## src/rtl/bio_pkg.sv

```systemverilog
package bio_pkg;

  localparam int INSTR_W = 14;
  localparam int PC_W = 13;
  localparam int DATA_W = 8;
  localparam int FADDR_W = 7;
  localparam int JUMP_IMM_W = 11;

  // instruction cycle length in clocks; the fetch and execute stages advance once per cycle
  localparam int CYCLE_CLKS = 4;

  // opcode fields, bits 13:8 of the word, except the jump which uses bits 13:11
  localparam logic [2:0] OPC_JUMP = 3'h5;
  localparam logic [5:0] OPC_INC_SKIP = 6'h0f;
  localparam logic [5:0] OPC_INC = 6'h0a;
  localparam logic [5:0] OPC_OR_LIT = 6'h38;

  localparam int DEST_BIT = 7;
  localparam int PAGE_LO = 3;
  localparam int PAGE_HI = 4;

  localparam logic [PC_W-1:0] PC_RESET = 13'h0000;
  localparam logic [DATA_W-1:0] ACC_RESET = 8'h00;
  localparam logic ZERO_RESET = 1'b0;

  typedef enum logic [2:0] {
    BIO_OP_NOP = 3'b000,
    BIO_OP_JUMP = 3'b001,
    BIO_OP_INC_SKIP = 3'b010,
    BIO_OP_INC = 3'b011,
    BIO_OP_OR_LIT = 3'b100
  } bio_op_t;

  typedef enum logic [1:0] {
    BIO_EX_EMPTY = 2'b00,
    BIO_EX_FULL = 2'b01,
    BIO_EX_BUBBLE = 2'b10
  } bio_exec_state_t;

  typedef struct packed {
    bio_op_t op;
    logic toFile;
    logic [FADDR_W-1:0] fileAddr;
    logic [DATA_W-1:0] literal;
    logic [JUMP_IMM_W-1:0] target;
  } bio_decoded_t;

  typedef struct packed {
    logic en;
    logic [FADDR_W-1:0] addr;
    logic [DATA_W-1:0] data;
  } bio_file_write_t;

  typedef struct packed {
    logic executed;
    logic jumped;
    logic skipped;
    logic bubble;
  } bio_events_t;

endpackage : bio_pkg
```

## src/rtl/bio_alu.sv

```systemverilog
`timescale 1ns/10ps
module bio_alu (
  input bio_pkg::bio_op_t op,
  input logic [bio_pkg::DATA_W-1:0] fileData,
  input logic [bio_pkg::DATA_W-1:0] acc,
  input logic [bio_pkg::DATA_W-1:0] literal,
  output logic [bio_pkg::DATA_W-1:0] result,
  output logic isZero
);

  always_comb begin
    case (op)
      bio_pkg::BIO_OP_INC_SKIP,
      bio_pkg::BIO_OP_INC: begin
        // wraps from all ones to zero, which is what makes the skip fire
        result = fileData + 8'h01;
      end
      bio_pkg::BIO_OP_OR_LIT: begin
        result = acc | literal;
      end
      default: begin
        result = acc;
      end
    endcase
    isZero = (result == 8'h00);
  end

endmodule : bio_alu

```

## src/rtl/bio_exec.sv

```systemverilog
`timescale 1ns/10ps
// Notes on behaviour
// - jump loads its eleven-bit immediate into program counter bits 10..0.
// - jump fills program counter bits above with page latch bits 4..3.
// - jump takes two instruction cycles though it is one word.
// - increments write result to accumulator when dest bit 0, file when 1.
// - increment-and-skip discards the prefetched next instruction when result is zero.
// - discarded instruction is replaced by a no-operation cycle, giving two cycles.
// - plain increment updates zero flag, takes one cycle, never skips.
// - or-literal ORs accumulator with the eight-bit immediate.
// - or-literal result goes to accumulator, updates zero flag, one cycle.
module bio_exec #(
  parameter int CYCLE_CLKS = bio_pkg::CYCLE_CLKS
) (
  input wire logic clk,
  input wire logic reset,
  output logic [bio_pkg::PC_W-1:0] progAddr,
  input wire logic [bio_pkg::INSTR_W-1:0] progData,
  input wire logic [7:0] programPageLatch,
  output logic [bio_pkg::FADDR_W-1:0] fileRdAddr,
  input wire logic [bio_pkg::DATA_W-1:0] fileRdData,
  output bio_pkg::bio_file_write_t fileWrite,
  output logic [bio_pkg::DATA_W-1:0] accumulator,
  output logic zeroFlag,
  output logic cycleTick,
  output bio_pkg::bio_events_t events
);

  localparam int CNT_W = (CYCLE_CLKS > 1) ? $clog2(CYCLE_CLKS) : 1;
  localparam logic [CNT_W-1:0] CNT_LAST = CNT_W'(CYCLE_CLKS - 1);

  function automatic bio_pkg::bio_decoded_t decode(input logic [bio_pkg::INSTR_W-1:0] word);
    bio_pkg::bio_decoded_t d;
    d.op = bio_pkg::BIO_OP_NOP;
    d.toFile = word[bio_pkg::DEST_BIT];
    d.fileAddr = word[bio_pkg::FADDR_W-1:0];
    d.literal = word[bio_pkg::DATA_W-1:0];
    d.target = word[bio_pkg::JUMP_IMM_W-1:0];
    if (word[13:11] == bio_pkg::OPC_JUMP) begin
      d.op = bio_pkg::BIO_OP_JUMP;
    end else if (word[13:8] == bio_pkg::OPC_INC_SKIP) begin
      d.op = bio_pkg::BIO_OP_INC_SKIP;
    end else if (word[13:8] == bio_pkg::OPC_INC) begin
      d.op = bio_pkg::BIO_OP_INC;
    end else if (word[13:8] == bio_pkg::OPC_OR_LIT) begin
      d.op = bio_pkg::BIO_OP_OR_LIT;
    end
    return d;
  endfunction : decode

  function automatic logic isIncrement(input bio_pkg::bio_op_t op);
    return (op == bio_pkg::BIO_OP_INC_SKIP) || (op == bio_pkg::BIO_OP_INC);
  endfunction : isIncrement

  // instruction cycle divider
  logic [CNT_W-1:0] div_reg;
  logic [CNT_W-1:0] div_next;
  logic tick;

  always_comb begin
    tick = (div_reg == CNT_LAST);
    div_next = tick ? '0 : div_reg + CNT_W'(1);
  end

  always_ff @(posedge clk) begin
    if (reset) begin
      div_reg <= '0;
    end else begin
      div_reg <= div_next;
    end
  end

  assign cycleTick = tick;

  // execute stage state
  bio_pkg::bio_exec_state_t state_reg;
  bio_pkg::bio_exec_state_t state_next;
  logic [bio_pkg::INSTR_W-1:0] instr_reg;
  logic [bio_pkg::INSTR_W-1:0] instr_next;
  logic [bio_pkg::PC_W-1:0] pc_reg;
  logic [bio_pkg::PC_W-1:0] pc_next;
  logic [bio_pkg::DATA_W-1:0] acc_reg;
  logic [bio_pkg::DATA_W-1:0] acc_next;
  logic zero_reg;
  logic zero_next;
  bio_pkg::bio_file_write_t wr_reg;
  bio_pkg::bio_file_write_t wr_next;
  bio_pkg::bio_events_t ev_reg;
  bio_pkg::bio_events_t ev_next;

  bio_pkg::bio_decoded_t dec;
  logic [bio_pkg::DATA_W-1:0] aluResult;
  logic aluZero;
  logic active;
  logic flush;
  logic [bio_pkg::DATA_W-1:0] fileOperand;

  // only a full stage executes; an empty or bubble stage is a no-operation cycle
  assign active = (state_reg == bio_pkg::BIO_EX_FULL);
  assign dec = decode(instr_reg);

  // forward a file write still in flight: with one clock per cycle the
  // next increment would otherwise read the register before it is written
  always_comb begin
    if (isIncrement(dec.op) && wr_reg.en && wr_reg.addr == dec.fileAddr) begin
      fileOperand = wr_reg.data;
    end else begin
      fileOperand = fileRdData;
    end
  end

  bio_alu u_alu (
    .op(dec.op),
    .fileData(fileOperand),
    .acc(acc_reg),
    .literal(dec.literal),
    .result(aluResult),
    .isZero(aluZero)
  );

  // retire group: working register, zero flag, file write and event pulses
  always_comb begin
    acc_next = acc_reg;
    zero_next = zero_reg;
    wr_next = '0;
    ev_next = '0;
    flush = 1'b0;
    if (tick && active) begin
      ev_next.executed = 1'b1;
      case (dec.op)
        bio_pkg::BIO_OP_JUMP: begin
          // second cycle comes from discarding the word fetched behind the jump
          flush = 1'b1;
          ev_next.jumped = 1'b1;
        end
        bio_pkg::BIO_OP_INC_SKIP: begin
          flush = aluZero;
          ev_next.skipped = aluZero;
        end
        bio_pkg::BIO_OP_INC: begin
          zero_next = aluZero;
        end
        bio_pkg::BIO_OP_OR_LIT: begin
          acc_next = aluResult;
          zero_next = aluZero;
        end
        default: begin
          // unknown opcodes retire as a no-operation
        end
      endcase
      if (isIncrement(dec.op)) begin
        if (dec.toFile) begin
          wr_next.en = 1'b1;
          wr_next.addr = dec.fileAddr;
          wr_next.data = aluResult;
        end else begin
          acc_next = aluResult;
        end
      end
    end else if (tick && state_reg == bio_pkg::BIO_EX_BUBBLE) begin
      ev_next.bubble = 1'b1;
    end
  end

  always_ff @(posedge clk) begin
    if (reset) begin
      acc_reg <= bio_pkg::ACC_RESET;
      zero_reg <= bio_pkg::ZERO_RESET;
      wr_reg <= '0;
      ev_reg <= '0;
    end else begin
      acc_reg <= acc_next;
      zero_reg <= zero_next;
      wr_reg <= wr_next;
      ev_reg <= ev_next;
    end
  end

  // fetch group: program counter, the word waiting to execute and its state
  always_comb begin
    pc_next = pc_reg;
    instr_next = instr_reg;
    state_next = state_reg;
    if (tick) begin
      if (active && dec.op == bio_pkg::BIO_OP_JUMP) begin
        pc_next = {programPageLatch[bio_pkg::PAGE_HI:bio_pkg::PAGE_LO], dec.target};
      end else begin
        // wraps at thirteen bits; the page latch only enters on a jump
        pc_next = pc_reg + 13'h0001;
      end
      // the word fetched this cycle always moves into execute; a flush marks it as a bubble
      instr_next = progData;
      case (state_reg)
        bio_pkg::BIO_EX_FULL: begin
          state_next = flush ? bio_pkg::BIO_EX_BUBBLE : bio_pkg::BIO_EX_FULL;
        end
        bio_pkg::BIO_EX_EMPTY,
        bio_pkg::BIO_EX_BUBBLE: begin
          state_next = bio_pkg::BIO_EX_FULL;
        end
        default: begin
          // unused code: refill as after reset
          state_next = bio_pkg::BIO_EX_EMPTY;
        end
      endcase
    end
  end

  always_ff @(posedge clk) begin
    if (reset) begin
      state_reg <= bio_pkg::BIO_EX_EMPTY;
      instr_reg <= '0;
      pc_reg <= bio_pkg::PC_RESET;
    end else begin
      state_reg <= state_next;
      instr_reg <= instr_next;
      pc_reg <= pc_next;
    end
  end

  assign progAddr = pc_reg;
  assign fileRdAddr = dec.fileAddr;
  assign fileWrite = wr_reg;
  assign accumulator = acc_reg;
  assign zeroFlag = zero_reg;
  assign events = ev_reg;

endmodule : bio_exec

```

## config.mk

```make
export PLATFORM = sky130hd
export DESIGN_NAME = bio_exec
export DESIGN_NICKNAME = d
export VERILOG_FILES = /design/src/rtl/bio_pkg.sv /design/src/rtl/bio_alu.sv /design/src/rtl/bio_exec.sv
export SDC_FILE = /design/constraint.sdc
export NUM_CORES = 1
export LEC_CHECK = 0
export ABC_AREA = 1
export BUFFER_PORTS_ARGS = -buffer_cell sky130_fd_sc_hd__buf_2
export CAP_MARGIN = 20
export CORE_ASPECT_RATIO = 1.25
export CORE_UTILIZATION = 45
export DETAILED_ROUTE_END_ITERATION = 8
export GPL_TIMING_DRIVEN = 0
export PLACE_DENSITY = 0.69
export SLEW_MARGIN = 20
export SYNTH_ARGS = -nofsm -noshare
export SYNTH_HDL_FRONTEND = slang
export SYNTH_SLANG_ARGS = --single-unit
```

## constraint.sdc

```tcl
create_clock -name clk -period 3.3 [get_ports clk]
set_input_delay 0.33 -clock clk [delete_from_list [all_inputs] [get_ports clk]]
set_output_delay 0.33 -clock clk [all_outputs]
set_load 0.05 [all_outputs]
```

; ---- Word level (Yosys, flattened, before mapping)
; Cells that the tools add are included.
[totals]
wordCells = 70
inputBits = 32
output_inout_bits = 50
reg_bits = 60
[classes]
mux = 19
n_reduce_logical = 18
eq_ne = 12
bitwise = 5
n_addsub = 3
[ops]
columns = cell, count
row1 = 2-to-1 mux 8 bit, 4
row2 = 2-to-1 mux 16 bit, 1
row3 = case mux 8 bit (2 select lines), 1
row4 = 2-to-1 mux 3 bit, 5
row5 = adder 13 x 1 -> 13 bit (second input constant), 1
row6 = 2-to-1 mux 13 bit, 1
row7 = == test 6 x 4 -> 1 bit (second input constant), 2
row8 = OR reduction 2 bit, 6
row9 = adder 8 x 1 -> 8 bit (second input constant), 1
row10 = logical NOT 8 bit, 1
row11 = bitwise OR 8 bit, 1
row12 = == test 7 bit, 1
row13 = == test 3 x 2 -> 1 bit (second input constant), 2
row14 = == test 3 bit (second input constant), 2
row15 = == test 6 bit (second input constant), 1
row16 = OR reduction 3 bit, 2
row17 = logical AND 1 bit, 5
row18 = == test 2 bit (second input constant), 2
row19 = 2-to-1 mux 1 bit, 4
row20 = inverter 1 bit, 4
row21 = case mux 2 bit (2 select lines), 1
row22 = OR reduction 4 bit, 1
row23 = == test 3 x 1 -> 1 bit (second input constant), 1
row24 = adder 2 x 1 -> 2 bit (second input constant), 1
row25 = 6 further kinds, 6

; ---- Depth between registers and ports, before layout
[depth]
word_depth = 17
ltp_mapped = 21
mapped_depth_nobuf = 21

; ---- Modules after synthesis
; Synthesis repeated with hierarchy kept, for this count alone.
[unflattened]
hier_cells = 448
area_unflattened_um2 = 3139.3
[by_module_without_submodules]
columns = mod, area_each_um2, cells_per_inst, instances, seq_area_each_um2
row1 = bio_exec, 2775.2, 370, 1, 1201.2
row2 = bio_alu, 364.1, 78, 1, 0.0

; ---- Worst setup path after synthesis
; Ideal clock, no wire load.
[synth_path]
path_kind = flip-flop to flip-flop
startpoint = register wr_reg (netlist bit fileWrite[14])
endpoint = register state_reg[0]
required_ns = 3.178
setup_ns = 0.122
arrival_ns = 2.574
period_less_slack_ns = 2.696
path_buffers = 0
slack_ns = 0.604
path_stages_with_launch = 19
cell_sequence = dfxtp_1 > inv_1 > nand2_1 > nand2_2 > nor2_2 > nand2_2 > inv_2 > nand3_4 > o21ai_4 > inv_2 > ha_1 > a21oi_1 > o21ai_0 > nor2_1 > nand2_1 > nor2_4 > nand4_4 > nand2_2 > a21oi_2
[synth_via]
elab_chain_cells = 10
[synth_rtl]
columns = item, line_no
row1 = "start, declared", bio_exec.sv:86  ; bio_pkg::bio_file_write_t wr_reg;
row2 = "start signal, assigned", bio_exec.sv:174  ; wr_reg <= wr_next;
row3 = == test 7 bit, bio_exec.sv:105  ; if (isIncrement(dec.op) && wr_reg.en && wr_reg.addr == dec.fileAddr) begin
row4 = logical AND 1 bit, bio_exec.sv:105
row5 = 2-to-1 mux 8 bit, bio_exec.sv:105
row6 = adder 8 x 1 -> 8 bit, bio_alu.sv:16  ; result = fileData + 8'h01;
row7 = case mux 8 bit (2 select lines), bio_alu.sv:12  ; case (op)
row8 = logical NOT 8 bit, bio_alu.sv:25  ; isZero = (result == 8'h00);
row9 = case mux 1 bit (2 select lines), bio_exec.sv:130  ; case (dec.op)
row10 = 2-to-1 mux 1 bit, bio_exec.sv:128  ; if (tick && active) begin
row11 = 2-to-1 mux 2 bit, bio_exec.sv:195  ; state_next = flush ? bio_pkg::BIO_EX_BUBBLE : bio_pkg::BIO_EX_FULL;
row12 = case mux 2 bit (2 select lines), bio_exec.sv:193  ; case (state_reg)
row13 = "end signal, assigned", bio_exec.sv:211  ; state_reg <= bio_pkg::BIO_EX_EMPTY;
row14 = "end signal, assigned", bio_exec.sv:215  ; state_reg <= state_next;
row15 = "end, declared", bio_exec.sv:76  ; bio_pkg::bio_exec_state_t state_reg;
; No other way between the ends.
; A chain may end at the register's enable or synchronous reset.

; ---- Final worst setup path
[layout_path]
startpoint = register instr_reg[5] (netlist bit)
endpoint = register state_reg[0]
[layout_via]
elab_chain_cells = 10
word_cells_on_any_way = 11
classes_between = add/sub: 1 / eq/ne: 1 / mux: 6 / bitwise: 1 / reduce/logical: 2
[layout_rtl]
columns = item, line_no
row1 = "start, declared", bio_exec.sv:78  ; logic [bio_pkg::INSTR_W-1:0] instr_reg;
row2 = "start signal, assigned", bio_exec.sv:216  ; instr_reg <= instr_next;
row3 = == test 7 bit, bio_exec.sv:105
row4 = logical AND 1 bit, bio_exec.sv:105
row5 = 2-to-1 mux 8 bit, bio_exec.sv:105
row6 = adder 8 x 1 -> 8 bit, bio_alu.sv:16
row7 = case mux 8 bit (2 select lines) (*), bio_alu.sv:12
row8 = logical NOT 8 bit (*), bio_alu.sv:25
row9 = case mux 1 bit (2 select lines) (*), bio_exec.sv:130
row10 = 2-to-1 mux 1 bit (*), bio_exec.sv:128
row11 = 2-to-1 mux 2 bit (*), bio_exec.sv:195
row12 = case mux 2 bit (2 select lines) (*), bio_exec.sv:193
; Every way passes the cells marked *; elsewhere a longest branch is shown, timed or not.

==> impl_metrics.tcl <==
set metrics [dict create \
    hold_path_class "primary input to register" \
    synth_top_area_share 0.370 \
    post_cts_buffers 0 \
    synthCells 454 \
    cts_root_buf "clkbuf_8" \
    gp_congestion 0.921 \
    synthFlopType "dfxtp_1" \
    final_common_cell "nand2_1" \
    slowest_stage "dfxtp_1" \
    cp-start-kind "register" \
    initial_utilization 0.466 \
    drt-total-wl_um 8760 \
    synthToLayoutAreaGrowth_pct 22.7 \
    final_max_slew_viol_count 0 \
    fp.dieH_um 97.0 \
    drtIter0Drc 219 \
    port_buffers 75 \
    ir_worst_vdd_mv 0.315 \
    fmax_ghz 0.355 \
    cts.sinks 60 \
    grt_start_max_net_pins 11 \
    htreeDepth 3 \
    drc 0 \
    tightestPinTransition_ns 0.525 \
    dp_cells 619 \
    critPathBufInv 2 \
    grt_pass1_wl_um 14400 \
    num_vias 3270 \
    io_pins 82 \
    cts.clk_slew.worst_paths_ns 0.07 \
    rsz0062_at_grt "false" \
    die_x_um 78.0 \
    rows 34 \
    grt.total_usage 0.243 \
    post-route-period-util 0.853 \
    yosysTopAreaCell "dfxtp_1" \
    yosys-top-cells-area "dfxtp_1 (37%), nand2_1 (12%), inv_1 (6.8%)" \
    p_leak_nw 1.79 \
    syn_nets 489 \
    synth.distinct_cells 47 \
    final_cell_mix "nand2_1 (106), buf_2 (76), dfxtp_1 (60)" \
    critical_path_class "register to register" \
    finalSetupTns_ns 0 \
    end_kind "register" \
    grt_pass1_vias 3105 \
    grt_overflow 0 \
    numCtsBuffers 9 \
    finalSetupViolations 0 \
    insertion_delay_ns 0.34 \
    async_flop_share 0 \
    dp_hpwl_um 6690 \
    antennaDiodeCount 0 \
    viasPerCell 5.15 \
    final-instance-count-excl-fill 635 \
    fin_util 0.571 \
    fin_skew_ns 0.00763 \
    cp_cell_sequence "inv_2 -> nand2_1 -> nand3_1 -> nor2_1 -> nand3_4 -> o21ai_4 -> inv_2 -> ha_1 -> a21oi_1 -> o21ai_0 -> nor2_1 -> nand2_1 -> nor2_4 -> nand4_4 -> nand2_2 -> a21oi_2" \
    core_area_sq_um 6980 \
    cp_max_fo 9 \
    status "finished, final reports clean" \
    power_mw 1.72 \
    dieArea_sq_um 7560 \
    largest_reg_flops 16 \
    antenna_found_initial 0 \
    worst_path_dominant_cell_family "simple AND/OR/NAND/NOR gates" \
    cts_hold_buf 0 \
    synth_warnings 0 \
    period_minus_slack_ns 2.82 \
    slew_headroom 0.650 \
    clockBufferDepth 2 \
    synth-edff-count 0 \
    syn_area_sq_um 3250 \
    syn_avg_cell_area_sq_um 7.15 \
    cpPeakStageDelay_ns 0.50 \
    drive_gt1_frac 0.284 \
    ys_ff_latch 60 \
    max-cap-violations 0 \
    first_pass_iters 4 \
    power_density_nw_per_um2 432 \
    worstPathRequired_ns 3.52 \
    final_net_count 575 \
    ctsResizeCount 0 \
    hold_viol 0 \
    fillCellCount 689 \
    cts_tree "done" \
    yosysSeqAreaShare 0.370 \
    drtAntennaViolNets 0 \
    routedWlPerCell_um 13.8 \
    crit_arrival_ns 3.04 \
]
## stage by stage
| stage | area [sq um] | setup slack (ns) | hold slack (ns) |
|---|---|---|---|
| 6_report | 3990 | 0.484 | 0.190 |
| 5_1_grt | 3990 | 0.276 | 0.198 |
| 4_1_cts | 3990 | 0.473 | 0.190 |
| 3_5_place_dp | 3740 | 0.504 | 0.418 |
| 3_3_place_gp | 3740 | 0.498 | 0.408 |
| 2_1_floorplan | 3250 | 0.604 | 0.399 |
## worst paths after layout
kind | slack, ns | endpoint | from | cells past startpoint
hold / removal | 0.19 | instr_reg[9] | progData[9] | 3
setup reg to reg | 0.48 | state_reg[0] | instr_reg[5] | 16
hold reg to reg | 0.42 | div_reg[0] | div_reg[0] | 1
setup / recovery | 0.48 | state_reg[0] | instr_reg[5] | 16
## worst min-delay path, cell delays in order
cell	delay, ns
buf_2	0.07
nand2_1	0.04
o21ai_0	0.05
## final cells by class
cell class | count | area, sq um | area share
Inverter | 71 | 267 | 0.0669
Clock inverter | 4 | 95.1 | 0.0239
Timing Repair Buffer | 75 | 375 | 0.0942
Sequential cell | 60 | 1200 | 0.301
Multi-Input combinational cell | 307 | 1670 | 0.420
Tap cell | 90 | 113 | 0.0282
Buffer | 16 | 106 | 0.0267
Clock buffer | 12 | 155 | 0.0389
## layer usage
layer	up-vias	track usage	routed length, um
met5	-	0	0
met4	0	0.114	246
met3	23	0.0302	428
met2	98	0.423	4360
met1	1504	0.293	3720
li1	1645	-	-
## synth_stat cells (2+ instances only)
cell type,instances
nand2_1,106
dfxtp_1,60
inv_1,59
o21ai_0,35
nor2_1,34
a21oi_1,25
nand3_1,14
nand2_2,12
inv_2,11
buf_4,7
clkbuf_1,6
nand3_2,6
nor2_4,6
nor3_1,6
nand4_1,5
nor2_2,5
a22oi_1,4
o21ai_2,4
o221ai_1,4
a21oi_2,3
a22o_1,3
ha_1,3
nand3b_1,3
o21ai_1,3
o311ai_0,3
nand2_4,2
nor3b_1,2
nor4_1,2
o211ai_1,2
o21a_1,2
## power breakdown
part	internal [mW]	switching (mW)
Sequential	0.736	0.0128
Clock	0.542	0.292
Combinational	0.0457	0.0921
Total	1.32	0.397
## cells by family (layout without fill, tap and decap cells)
| kind of cell | count (synthesis) | in the layout | share of synthesized area |
|---|---|---|---|
| flops | 60 | 60 | 0.370 |
| compound gates | 94 | 94 | 0.179 |
| xor+xnor | 2 | 2 | 0.00539 |
| simple gates | 208 | 208 | 0.319 |
| buf+inv | 87 | 178 | 0.115 |
| fa+ha+maj | 3 | 3 | 0.0116 |
No activity file was read; power rests on OpenSTA's default activity.
